File: config.mk
export PLATFORM = sky130hd
export DESIGN_NAME = spc_top
export DESIGN_NICKNAME = d
export VERILOG_FILES = /design/src/logic/spc_pkg.sv /design/src/logic/spc_sync.sv /design/src/logic/spc_rx_port.sv /design/src/logic/spc_top.sv
export VERILOG_INCLUDE_DIRS = /design/src /design/src/logic
export SDC_FILE = /design/constraint.sdc
export NUM_CORES = 1
export LEC_CHECK = 0
export BUFFER_PORTS_ARGS = -buffer_cell sky130_fd_sc_hd__clkbuf_2
export CORE_ASPECT_RATIO = 0.5
export CORE_MARGIN = 2
export CORE_UTILIZATION = 51
export DETAILED_ROUTE_END_ITERATION = 8
export PLACE_DENSITY = 0.88
export SLEW_MARGIN = 40
export SYNTH_ARGS = -nofsm -noshare
export SYNTH_HDL_FRONTEND = slang
export SYNTH_SLANG_ARGS = --single-unit
File: constraint.sdc
create_clock -name clk -period 2.75 [get_ports clk]
set_input_delay 0.6875 -clock clk [delete_from_list [all_inputs] [get_ports clk]]
set_output_delay 0.6875 -clock clk [all_outputs]
set_load 0.05 [all_outputs]
File: src/logic/spc_params.svh
// Constants of the parallel-port clocking block: register offsets,
// field positions, reset values and timing counts.
// Assumes inclusion by bare name from the design files.
`ifndef SPC_PARAMS_SVH
`define SPC_PARAMS_SVH

// Register byte offsets on the APB slave
`define SPC_CTRL_ADDR      12'h000
`define SPC_RECENTER_ADDR  12'h004
`define SPC_STATUS_ADDR    12'h008

// Control register fields
`define SPC_CTRL_TXSEL     0
`define SPC_CTRL_TXRATE    1
`define SPC_CTRL_REFHALF   2
`define SPC_CTRL_RXRATE    3
`define SPC_CTRL_RXBIST_LO 4
`define SPC_CTRL_RXBIST_HI 5
`define SPC_CTRL_TXBIST    6
`define SPC_CTRL_WIDTH     7
`define SPC_CTRL_RESET     7'h00

// Recenter register: writing 0 in bit 0 re-initialises the buffer
`define SPC_RECENTER_BIT   0

// Status register fields
`define SPC_STAT_ERR       0
`define SPC_STAT_STATE_LO  1
`define SPC_STAT_STATE_HI  2
`define SPC_STAT_FILL_LO   4

// Receive self-test mode that routes status to the outputs
`define SPC_RXBIST_ACTIVE  2'h2

// Timing counts
`define SPC_BIST_LENGTH    511
`define SPC_PAB_DEPTH      8
`define SPC_RX_CHAR_CYC    4

`endif

File: src/logic/spc_pkg.sv
// Types shared by the parallel-port clocking block.
// Assumes nothing beyond a SystemVerilog compiler.
package spc_pkg;

	// Phase-align buffer condition
	typedef enum logic [1:0]
	{
		SPC_PAB_UNINIT,
		SPC_PAB_FILL,
		SPC_PAB_RUN,
		SPC_PAB_FAULT
	} spc_pab_state_t;

endpackage : spc_pkg

File: src/logic/spc_sync.sv
// Two-flop synchroniser for levels from outside the clock domain.
// Assumes the input is a level or a clock well below clk/2.
`timescale 1ns/1ps
`default_nettype none

module spc_sync #(
	parameter int W = 1
) (
	input  wire logic         clk,
	input  wire logic         resetn,
	input  wire logic [W-1:0] din,
	output var  logic [W-1:0] dout
);

	logic [W-1:0] stage1;

	// First stage feeds only the second
	always_ff @(posedge clk)
	begin
		if (!resetn)
		begin
			stage1 <= '0;
			dout   <= '0;
		end
		else
		begin
			stage1 <= din;
			dout   <= stage1;
		end
	end

endmodule : spc_sync

`default_nettype wire

File: src/logic/spc_rx_port.sv
// Receive parallel output port: interface clock pair and data timing,
// plus self-test status routing.
// Assumes rx_char is steady from same-domain receive logic.
`timescale 1ns/1ps
`default_nettype none
`include "spc_params.svh"

module spc_rx_port #(
	parameter int CHAR_CYC = `SPC_RX_CHAR_CYC
) (
	input  wire logic       clk,
	input  wire logic       resetn,
	input  wire logic       rx_rate_select,
	input  wire logic [1:0] rx_self_test_mode,
	input  wire logic [9:0] rx_char,
	input  wire logic [2:0] rx_bist_state,
	output var  logic       clk_true,
	output var  logic       clk_comp,
	output var  logic [9:0] data,
	output var  logic       bist_status
);

	logic [7:0] cnt;
	wire        char_end  = (cnt == 8'(CHAR_CYC - 1));
	wire        mid_char  = (cnt == 8'(CHAR_CYC / 2 - 1));
	wire        bist_on   = (rx_self_test_mode == `SPC_RXBIST_ACTIVE);
	wire  [9:0] next_data = bist_on ? {8'h00, rx_bist_state[1:0]} : rx_char;
	wire        next_ck   = rx_rate_select ? ~clk_true : 1'b1; // Half: toggle

	// Character-period counter, runs continuously
	always_ff @(posedge clk)
	begin
		if (!resetn)
		begin
			cnt <= 8'h00;
		end
		else if (char_end)
		begin
			cnt <= 8'h00;
		end
		else
			cnt <= cnt + 8'h01;
	end

	// Clock pair and data change at character starts; at full rate the clock also falls mid-character
	always_ff @(posedge clk)
	begin
		if (!resetn)
		begin
			clk_true    <= 1'b0;
			clk_comp    <= 1'b1;
			data        <= 10'h000;
			bist_status <= 1'b0;
		end
		else if (char_end)
		begin
			clk_true    <= next_ck;
			clk_comp    <= ~next_ck;
			data        <= next_data;
			bist_status <= bist_on & rx_bist_state[2];
		end
		else if (mid_char && !rx_rate_select)
		begin
			clk_true <= 1'b0;
			clk_comp <= 1'b1;
		end
	end

endmodule : spc_rx_port

`default_nettype wire

File: src/logic/spc_top.sv
// Parallel-port clocking of one serializer / deserializer channel:
// APB control, transmit input capture and phase-align buffer,
// transmit clock output and receive output port.
// Assumes reference_clock and tx_input_clock are slow pins sampled
// by clk; rx_char and rx_bist_state come from same-domain logic.
//
// The APB interface to the registers and the register offsets were decided locally.
`timescale 1ns/1ps
`default_nettype none
`include "spc_params.svh"

module spc_top
	import spc_pkg::*;
#(
	parameter int PAB_DEPTH   = `SPC_PAB_DEPTH,
	parameter int BIST_LENGTH = `SPC_BIST_LENGTH,
	parameter int RX_CHAR_CYC = `SPC_RX_CHAR_CYC
) (
	input  wire logic        clk,
	input  wire logic        resetn,
	input  wire logic [11:0] paddr,
	input  wire logic        psel,
	input  wire logic        penable,
	input  wire logic        pwrite,
	input  wire logic [31:0] pwdata,
	output var  logic [31:0] prdata,
	output var  logic        pready,
	output var  logic        pslverr,
	input  wire logic        reference_clock,
	input  wire logic        tx_input_clock,
	input  wire logic [9:0]  tx_parallel_data,
	output var  logic        tx_path_error,
	output var  logic        tx_clock_out,
	output var  logic [9:0]  tx_char,
	output var  logic        tx_char_valid,
	input  wire logic [9:0]  rx_char,
	input  wire logic [2:0]  rx_bist_state,
	output var  logic        rx_interface_clock_p,
	output var  logic        rx_interface_clock_n,
	output var  logic [9:0]  rx_parallel_data,
	output var  logic        self_test_status_out
);

	import spc_pkg::*;

	localparam int AW = $clog2(PAB_DEPTH);

	// ------------------------------------------------------------
	// Register bus
	// ------------------------------------------------------------
	logic [`SPC_CTRL_WIDTH-1:0] ctrl;
	logic                       recenter_req;
	spc_pab_state_t             pab_state;
	logic [AW:0]                pab_fill;

	wire setup_rd   = psel & ~penable & ~pwrite;
	wire setup_any  = psel & ~penable;
	wire access_wr  = psel & penable & pwrite;
	wire hit_ctrl   = (paddr == `SPC_CTRL_ADDR);
	wire hit_recent = (paddr == `SPC_RECENTER_ADDR);
	wire hit_status = (paddr == `SPC_STATUS_ADDR);
	wire hit_any    = hit_ctrl | hit_recent | hit_status;

	wire tx_sel     = ctrl[`SPC_CTRL_TXSEL];
	wire tx_rate    = ctrl[`SPC_CTRL_TXRATE];
	wire ref_half   = ctrl[`SPC_CTRL_REFHALF];
	wire rx_rate    = ctrl[`SPC_CTRL_RXRATE];
	wire [1:0] rx_bist_mode = ctrl[`SPC_CTRL_RXBIST_HI:`SPC_CTRL_RXBIST_LO];
	wire tx_bist_en = ctrl[`SPC_CTRL_TXBIST];

	wire [31:0] status_word = {
		{(32 - `SPC_STAT_FILL_LO - AW - 1){1'b0}},
		pab_fill,
		1'b0,
		pab_state,
		tx_path_error
	};

	wire [31:0] rd_mux =
		hit_ctrl   ? {{(32 - `SPC_CTRL_WIDTH){1'b0}}, ctrl} :
		hit_recent ? 32'h00000001 :
		hit_status ? status_word : 32'h00000000;

	wire recenter_wr = access_wr & hit_recent &
		~pwdata[`SPC_RECENTER_BIT];

	// Read data and error prepared in the setup cycle
	always_ff @(posedge clk)
	begin
		if (!resetn)
		begin
			prdata  <= 32'h00000000;
			pslverr <= 1'b0;
			pready  <= 1'b0;
		end
		else
		begin
			pready <= 1'b1;
			if (setup_rd)
				prdata <= rd_mux;
			if (setup_any)
				pslverr <= ~hit_any;
		end
	end

	// Control writes and the recenter request
	always_ff @(posedge clk)
	begin
		if (!resetn)
		begin
			ctrl         <= `SPC_CTRL_RESET;
			recenter_req <= 1'b0;
		end
		else
		begin
			if (access_wr && hit_ctrl)
				ctrl <= pwdata[`SPC_CTRL_WIDTH-1:0];
			recenter_req <= recenter_wr;
		end
	end

	// ------------------------------------------------------------
	// Pin sampling and edge finding
	// ------------------------------------------------------------
	logic       ref_s;
	logic       txck_s;
	logic       ref_d;
	logic       txck_d;
	logic [9:0] txd_s;

	spc_sync #(.W(12)) u_sync (
		.clk    (clk),
		.resetn (resetn),
		.din    ({reference_clock, tx_input_clock, tx_parallel_data}),
		.dout   ({ref_s, txck_s, txd_s})
	);

	// Previous sampled clock levels
	always_ff @(posedge clk)
	begin
		if (!resetn)
		begin
			ref_d  <= 1'b0;
			txck_d <= 1'b0;
		end
		else
		begin
			ref_d  <= ref_s;
			txck_d <= txck_s;
		end
	end

	wire ref_rise  = ref_s & ~ref_d;
	wire ref_fall  = ~ref_s & ref_d;
	wire txck_rise = txck_s & ~txck_d;

	// Character clock: reference edges, both when half-rate or doubled
	wire char_tick = ref_rise | (ref_fall & (ref_half | tx_rate));

	// Capture clock chosen by the select latch
	wire cap_tick = tx_sel ? char_tick : txck_rise;

	// ------------------------------------------------------------
	// Phase-align buffer
	// ------------------------------------------------------------
	logic [9:0]    pab_mem [PAB_DEPTH];
	logic [AW-1:0] wptr;
	logic [AW-1:0] rptr;

	wire pab_full  = (pab_fill == (AW+1)'(PAB_DEPTH));
	wire pab_empty = (pab_fill == '0);
	wire pab_run   = (pab_state == SPC_PAB_RUN);
	wire pab_wr    = cap_tick & ~pab_full &
		((pab_state == SPC_PAB_FILL) | pab_run);
	wire pab_rd    = char_tick & pab_run & ~pab_empty;
	wire slip      = pab_run &
		((cap_tick & pab_full) | (char_tick & pab_empty));
	wire half_full = (pab_fill >= (AW+1)'(PAB_DEPTH / 2));

	// Storage, written at the write index
	always_ff @(posedge clk)
	begin
		if (pab_wr)
			pab_mem[wptr] <= txd_s;
	end

	// Pointers and fill level
	always_ff @(posedge clk)
	begin
		if (!resetn || recenter_req)
		begin
			wptr     <= '0;
			rptr     <= '0;
			pab_fill <= '0;
		end
		else
		begin
			if (pab_wr)
				wptr <= wptr + AW'(1);
			if (pab_rd)
				rptr <= rptr + AW'(1);
			if (pab_wr && !pab_rd)
				pab_fill <= pab_fill + (AW+1)'(1);
			else if (pab_rd && !pab_wr)
				pab_fill <= pab_fill - (AW+1)'(1);
		end
	end

	// Buffer condition: filled to half before characters flow
	spc_pab_state_t next_state;
	always_comb
	begin
		next_state = pab_state;
		case (pab_state)
			SPC_PAB_UNINIT: next_state = SPC_PAB_UNINIT;
			SPC_PAB_FILL:
				if (half_full)
					next_state = SPC_PAB_RUN;
			SPC_PAB_RUN:
				if (slip)
					next_state = SPC_PAB_FAULT;
			SPC_PAB_FAULT:  next_state = SPC_PAB_FAULT;
			default:        next_state = SPC_PAB_UNINIT;
		endcase
		if (recenter_req && !slip)              // Slip in same cycle wins
			next_state = SPC_PAB_FILL;
	end

	always_ff @(posedge clk)
	begin
		if (!resetn)
			pab_state <= SPC_PAB_UNINIT;
		else
			pab_state <= next_state;
	end

	// Characters toward the serializer
	always_ff @(posedge clk)
	begin
		if (!resetn)
		begin
			tx_char       <= 10'h000;
			tx_char_valid <= 1'b0;
		end
		else
		begin
			tx_char_valid <= pab_rd;
			if (pab_rd)
				tx_char <= pab_mem[rptr];
		end
	end

	// ------------------------------------------------------------
	// Transmit self-test progress and error flag
	// ------------------------------------------------------------
	logic [9:0] bist_cnt;
	wire        bist_wrap = (bist_cnt == 10'(BIST_LENGTH - 1));

	// Pass counter over the generator sequence
	always_ff @(posedge clk)
	begin
		if (!resetn || !tx_bist_en)
			bist_cnt <= 10'h000;
		else if (char_tick)
			bist_cnt <= bist_wrap ? 10'h000 : bist_cnt + 10'h001;
	end

	wire next_err = tx_bist_en ? bist_wrap : ~pab_run;

	// Flag moves only on character-clock edges
	always_ff @(posedge clk)
	begin
		if (!resetn)
			tx_path_error <= 1'b1;
		else if (char_tick)
			tx_path_error <= next_err;
	end

	// ------------------------------------------------------------
	// Transmit clock output
	// ------------------------------------------------------------
	logic [7:0] ph_cnt;
	logic [7:0] ref_period;

	wire [7:0] q1 = {2'b00, ref_period[7:2]};
	wire [7:0] q2 = {1'b0, ref_period[7:1]};
	wire [7:0] q3 = q1 + q2;
	wire next_txo = tx_rate ?
		((ph_cnt < q1) | ((ph_cnt >= q2) & (ph_cnt < q3))) :
		(ph_cnt < q2);

	// Phase within the reference period and the period length
	always_ff @(posedge clk)
	begin
		if (!resetn)
		begin
			ph_cnt       <= 8'h00;
			ref_period   <= 8'h00;
			tx_clock_out <= 1'b0;
		end
		else
		begin
			if (ref_rise)
			begin
				ph_cnt     <= 8'h00;
				ref_period <= ph_cnt + 8'h01;
			end
			else if (ph_cnt != 8'hFF)
				ph_cnt <= ph_cnt + 8'h01;
			tx_clock_out <= next_txo;
		end
	end

	// ------------------------------------------------------------
	// Receive output port
	// ------------------------------------------------------------
	spc_rx_port #(.CHAR_CYC(RX_CHAR_CYC)) u_rx (
		.clk               (clk),
		.resetn            (resetn),
		.rx_rate_select    (rx_rate),
		.rx_self_test_mode (rx_bist_mode),
		.rx_char           (rx_char),
		.rx_bist_state     (rx_bist_state),
		.clk_true          (rx_interface_clock_p),
		.clk_comp          (rx_interface_clock_n),
		.data              (rx_parallel_data),
		.bist_status       (self_test_status_out)
	);

endmodule : spc_top

`default_nettype wire

; Yosys cells after proc, flatten, opt, wreduce, memory -nomap -nowiden
; Memories as Yosys holds them, arrays and structs flattened. A register that Yosys moved wholly into a read port is not among the register bits.
; Index checks and enable logic that the tools add are counted.
[classes]
n_addsub = 8
reduce_logical = 24
magnitude_cmp = 5
eq_ne = 15
bitwise_logic = 39
muxes = 22
[op_table]
columns = op, n
row1 = 8-bit 2-to-1 mux, 3
row2 = 10-bit 2-to-1 mux, 2
row3 = 1-bit bitwise AND, 19
row4 = "8-bit by 1-bit adder with 8-bit output, second input constant", 2
row5 = 1-bit inverter, 13
row6 = "12-bit by 3-bit == test with 1-bit output, second input constant", 1
row7 = "12-bit by 4-bit == test with 1-bit output, second input constant", 1
row8 = 12-bit zero test, 1
row9 = 1-bit 2-to-1 mux, 12
row10 = "10-bit by 1-bit adder with 10-bit output, second input constant", 1
row11 = "10-bit by 9-bit == test with 1-bit output, second input constant", 1
row12 = 6-bit by 7-bit adder with 8-bit output, 1
row13 = "8-bit by 1-bit == test with 1-bit output, second input constant", 1
row14 = "8-bit by 2-bit == test with 1-bit output, second input constant", 1
row15 = 8-bit by 7-bit greater-or-equal comparator with 1-bit output, 1
row16 = 8-bit by 6-bit less-than comparator with 1-bit output, 1
row17 = 8-bit by 7-bit less-than comparator with 1-bit output, 1
row18 = 8-bit less-than comparator, 1
row19 = 4-bit 2-to-1 mux, 2
row20 = "8-bit != test, second input constant", 1
row21 = 2-bit case mux with 4 select lines, 1
row22 = 1-bit zero test, 7
row23 = 1-bit bitwise OR, 7
row24 = "3-bit by 1-bit adder with 3-bit output, second input constant", 2
row25 = 18 further kinds, 30
[totals]
reg_bits = 130
in_bits = 74
output_inout_bits = 60
word_cells = 139
mem_count = 1
mem_bits_rw = 80
[memory_table]
columns = memory, words, width, read_ports, rd_ports_with_merged_regs, write_ports, line
row1 = pab_mem, 8, 10, 1, 1, 1, spc_top.sv:166  ; logic [9:0] pab_mem [PAB_DEPTH];

; Depth between registers and ports, before layout
[logic_depth]
ltp_word = 12
depth_mapped = 14
ltp_nobuf = 13

; By module
; A second synthesis with hierarchy kept.
[hier_totals]
hier_cells = 723
area_unflattened_um2 = 8612.0
[by_module_without_submodules]
columns = mod, area_each_um2, instances, cells_each, seq_area_each_um2
row1 = spc_top, 6982.9, 1, 566, 3803.6
row2 = spc_rx_port, 953.4, 1, 107, 420.4
row3 = spc_sync, 675.6, 1, 50, 480.5

; Worst setup path after synthesis
; No wires, ideal clock.
[synth_timing]
kind = register to register
startpoint = register pab_state[0]
endpoint = register pab_fill[3]
synth_period_minus_slack_ps = 2729
arrival_time_ps = 2658
path_buffers = 2
setup_ps = 71
t_required_ps = 2679
setup_slack_ps = 21
stages_incl_launch_ff = 15
path_cell_list = dfxtp_1 inv_1 ha_1 and3_1 clkbuf_1 clkbuf_1 inv_1 ha_1 inv_1 ha_1 a21o_1 a21oi_1 xnor2_1 or3_1 a21oi_1
[synth_between]
elab_chain_len = 6
word_cells_on_any_way = 12
classes_between = 2 x eq/ne / 1 x mux / 4 x bitwise / 5 x reduce/logical
[synth_lines]
columns = item, line
row1 = start: declaration, spc_top.sv:53  ; spc_pab_state_t pab_state;
row2 = start signal: assignment, spc_top.sv:234  ; pab_state <= next_state;
row3 = 2-bit == test or 2-bit by 1-bit == test with 1-bit output (tied branches), "spc_top.sv:172, spc_top.sv:174"
row4 = 1-bit bitwise AND or 1-bit bitwise OR (tied branches), "spc_top.sv:175, spc_top.sv:174"
row5 = "1-bit bitwise AND, on equally long branches", "spc_top.sv:175, spc_top.sv:173"
row6 = "1-bit zero test, on equally long branches", "spc_top.sv:202, spc_top.sv:204"
row7 = "1-bit logical AND, on equally long branches", "spc_top.sv:202, spc_top.sv:204"
row8 = 4-bit 2-to-1 mux or 2-bit nonzero test (tied branches), --
row9 = end signal: assignment, spc_top.sv:203  ; pab_fill <= pab_fill + (AW+1)'(1);
row10 = end signal: assignment, spc_top.sv:205  ; pab_fill <= pab_fill - (AW+1)'(1);
row11 = end: declaration, spc_top.sv:54  ; logic [AW:0] pab_fill;
; Parallel ways exist; a longest one is shown, timed or not.
; A chain may end at the register's enable or synchronous reset.

; Worst setup path after layout
[layout_timing]
startpoint = register pab_state[0]
endpoint = register pab_fill[3]
[layout_between]
elab_chain_len = 6
word_cells_on_any_way = 12
classes_between = 2 x eq/ne / 1 x mux / 4 x bitwise / 5 x reduce/logical
[layout_lines]
columns = item, line
row1 = 2-bit by 1-bit == test with 1-bit output or 2-bit == test (tied branches), "spc_top.sv:174, spc_top.sv:172"
row2 = 1-bit bitwise OR (*), spc_top.sv:174  ; ((pab_state == SPC_PAB_FILL) | pab_run);
row3 = 1-bit bitwise AND (*), spc_top.sv:173  ; wire pab_wr = cap_tick & ~pab_full &
row4 = via pab_wr, spc_top.sv:173
row5 = 1-bit zero test, spc_top.sv:204  ; else if (pab_rd && !pab_wr)
row6 = 1-bit logical AND, spc_top.sv:204
row7 = 2-bit nonzero test (no line), --
; Mark *: on every way through the listed nets, which the timed path passes. The rest lies on a longest branch.

==> results.cfg <==
[sta]
slew_headroom_pct = 48.5
hold_violations = 0
finalSetupViolations = 0
skew_ps = 14.8
post-route-min-period_ps = 2600
max_freq_mhz = 385
postLayoutSetupSlackWorst_ps = 152
tns_ps = 0
worst_pin_slew_ps = 771
maxSlewViolCount = 0
holdWs_ps = 432
post-route-period-util_pct = 94.5

[synth]
synth_edf_count = 80
yosys-top-cells-area = edfxtp_1 (29%), dfxtp_1 (27%), ha_1 (6.1%)
synth_compound_area_share_pct = 7.88
synthCells = 706
synth_mux_area_share_pct = 8.68
syn_area_sq_um = 8420
synth.largest_area_cell = edfxtp_1
synth_async_sr_flop_share_pct = 0
yosys.area_share.simple_pct = 13.3
syn_avg_cell_area_sq_um = 11.9
synth.yosys.warnings = 0
ys_ff_latch = 195
yosys.area.top_type_share_pct = 28.5
synth_top_family_by_area = simple AND/OR/NAND/NOR gates
synth.distinct_cells = 57
yosys.area_share.adder_pct = 6.57
ys_seq_area_share_pct = 55.9
synth_ff_type = dfxtp_1
synth-xor-area-share_pct = 3.33

[status]
status = finished, final reports clean

[global_route]
antenna_found_initial = 0
grt_max_degree = 36
grt_first_pass_wirelength_microns = 27600
track_usage_pct = 20.7
grt_pass1_vias = 5572
grt-ovfl-total = 0

[drt]
routed.top_layer = met4
drt-vias-per-instance = 5.36
wl_per_cell_microns = 16.8
drtIter0Drc = 352
first_pass_iters = 5
wl_met2_microns = 9010
drc = 0
wl_met3_microns = 965
vias = 5647
wl_met1_microns = 7500
drtAntennaViolNets = 0
wl_microns = 17700

[place]
place_congestion = 0.884
dp_hpwl_microns = 12100
port_buffers = 84
place_area_sq_um = 9140
place_ws_ps = -31.8

[layout]
multi_input_area_sq_um = 3470
fillCellCount = 1239
fin_area_sq_um = 9790
syn2layout_area_growth_pct = 16.2
drive_gt1_share_pct = 22.3
num-nets-final = 930
insertedDiodeCount = 0
area.sequential_sq_um = 4710

[setup_path]
path_class = flop to flop
crit_fanout = 5
start_kind = flop
cp.required_ps = 3100
arrival_ps = 2950
crit_path_end_kind = flop

[clocking]
hold_buffers = 0
cts_made_buffers = 17
cts_sinks = 195
clk_path_buf_depth = 2
cts_tree = yes
clk_latency_ps = 430
h-tree-depth = 4
clkSlewWorstSetupHoldPaths_ps = 70
ctsRootBufferMaster = clkbuf_16

[floorplan]
start_util_pct = 51.8
pin_count = 134
die_w_microns = 186
rows = 33
core_sq_um = 16300
die_y_microns = 94.9
die_area_sq_um = 17600

[hold_path]
hold_path.class = flop to flop

[power_and_ir_drop]
peakVddDrop_v = 0.000425
p_per_area_nw_per_um2 = 617
p_leak_nw = 3.78

[flow_run]
maxCapViolCount = 0
-- state kept, by name (all words and copies together), names as in the netlist, 2 cells and up --
signal and cells:
pab_mem 80, u_sync.dout 12, u_sync.stage1 12, bist_cnt 10, tx_char 10, u_rx.data 10, ph_cnt 8, prdata 8
u_rx.cnt 8, ctrl 7, ref_period 7, pab_fill 4, rptr 3, wptr 3, pab_state 2
-- per-layer routing --
metal  global-route usage [%]  vias to the layer above
li1                         -                     2709
met1                     24.6                     2742
met2                     36.8                      180
met3                     4.86                       16
met4                     7.68                        0
met5                        0                        -
-- worst paths after layout --
check	end	slack [ps]	start	cells past startpoint
worst max-delay path	pab_fill[3]	150	pab_state[0]	13
worst max register to register	pab_fill[3]	150	pab_state[0]	13
worst min register to register	u_sync.dout[4]	430	u_sync.stage1[4]	1
worst min-delay path	u_sync.dout[4]	430	u_sync.stage1[4]	1
-- synth_stat cells (all sizes together) (2+ instances only) --
master	number
a211oi	21
a21o	9
a21oi	28
a22o	8
a31oi	2
and2	34
and3	6
and4	2
and4b	2
buf	30
clkbuf	19
dfxtp	115
edfxtp	80
fa	2
ha	41
inv	20
mux2i	28
mux4	20
nand2	27
nand2b	6
nand3	20
nand4	5
nor2	75
nor2b	5
nor3	9
nor3b	6
nor4	6
nor4b	4
o21ai	21
o21bai	3
or3	3
or4	2
xnor2	18
xor2	14
-- cells in the final DEF, fill, tap and decap left out, types with 3 or more instances in the layout --
master	synthesis	final
edfxtp_1	80	80
dfxtp_1	115	109
dfxtp_2	0	5
a22o_1	8	8
nor2b_1	5	5
nor2_1	74	74
nor3_1	8	8
inv_1	20	19
a21oi_1	28	28
mux2i_1	28	28
a211oi_1	21	21
nor3b_1	6	6
buf_4	24	30
xor2_1	14	14
o21bai_1	3	3
a21o_1	9	9
conb_1	1	24
mux4_2	20	20
nand4_1	5	5
nor4_1	5	5
ha_1	41	40
nand2_1	27	27
o21ai_0	19	18
or3_1	3	3
clkbuf_2	0	84
and3_1	6	6
nand2b_1	5	4
and2_1	34	34
clkbuf_16	0	17
xnor2_1	18	18
inv_8	0	6
nand3_1	20	20
-- power by group --
| part | total [W] | switching (W) | leakage (nW) | internal (W) |
|---|---|---|---|---|
| registers | 0.00310 | 0.0000500 | 1.68 | 0.00305 |
| logic | 0.000447 | 0.000293 | 1.82 | 0.000155 |
| clock network | 0.00249 | 0.00118 | 0.283 | 0.00130 |
-- repair_timing --
item	CTS	global route
gates resized for setup	1	15
setup endpoints to repair	1	2
buffers inserted	0	3
pin swaps	0	6
-- per-stage QoR --
stage,util [%],power (W),instances
after floorplan,-,0.00350,729
after global placement,56.2,0.00358,1018
after detailed placement,56.2,0.00360,1018
after CTS,59.8,0.00606,1050
after global routing,60.2,0.00624,1053
final,60.2,0.00603,1053
-- critical path, cell delays in order (launching register included) --
cell,delay [ps]
dfxtp_2,390
inv_1,80
ha_1,310
and2_1,180
nand2_1,110
inv_1,50
ha_1,220
inv_2,90
ha_1,220
a21o_1,180
a21oi_1,170
xnor2_1,90
or3_1,310
a21oi_1,130
-- layout make-up --
class | instances | area share (%)
clock buffer | 19 | 4.42
clock inverter | 13 | 1.59
inverter | 21 | 0.806
multi-input combinational | 464 | 35.5
sequential | 195 | 48.2
tap | 227 | 2.90
timing repair buffer | 114 | 6.60
-- logic make-up after synthesis --
family / after synthesis
compound gates: 102
xor+xnor: 32
fa+ha+maj: 43
buf+inv: 70
flops: 195
mux: 48
other cells: 1
simple gates: 215
(Power assumes the default switching activity.)
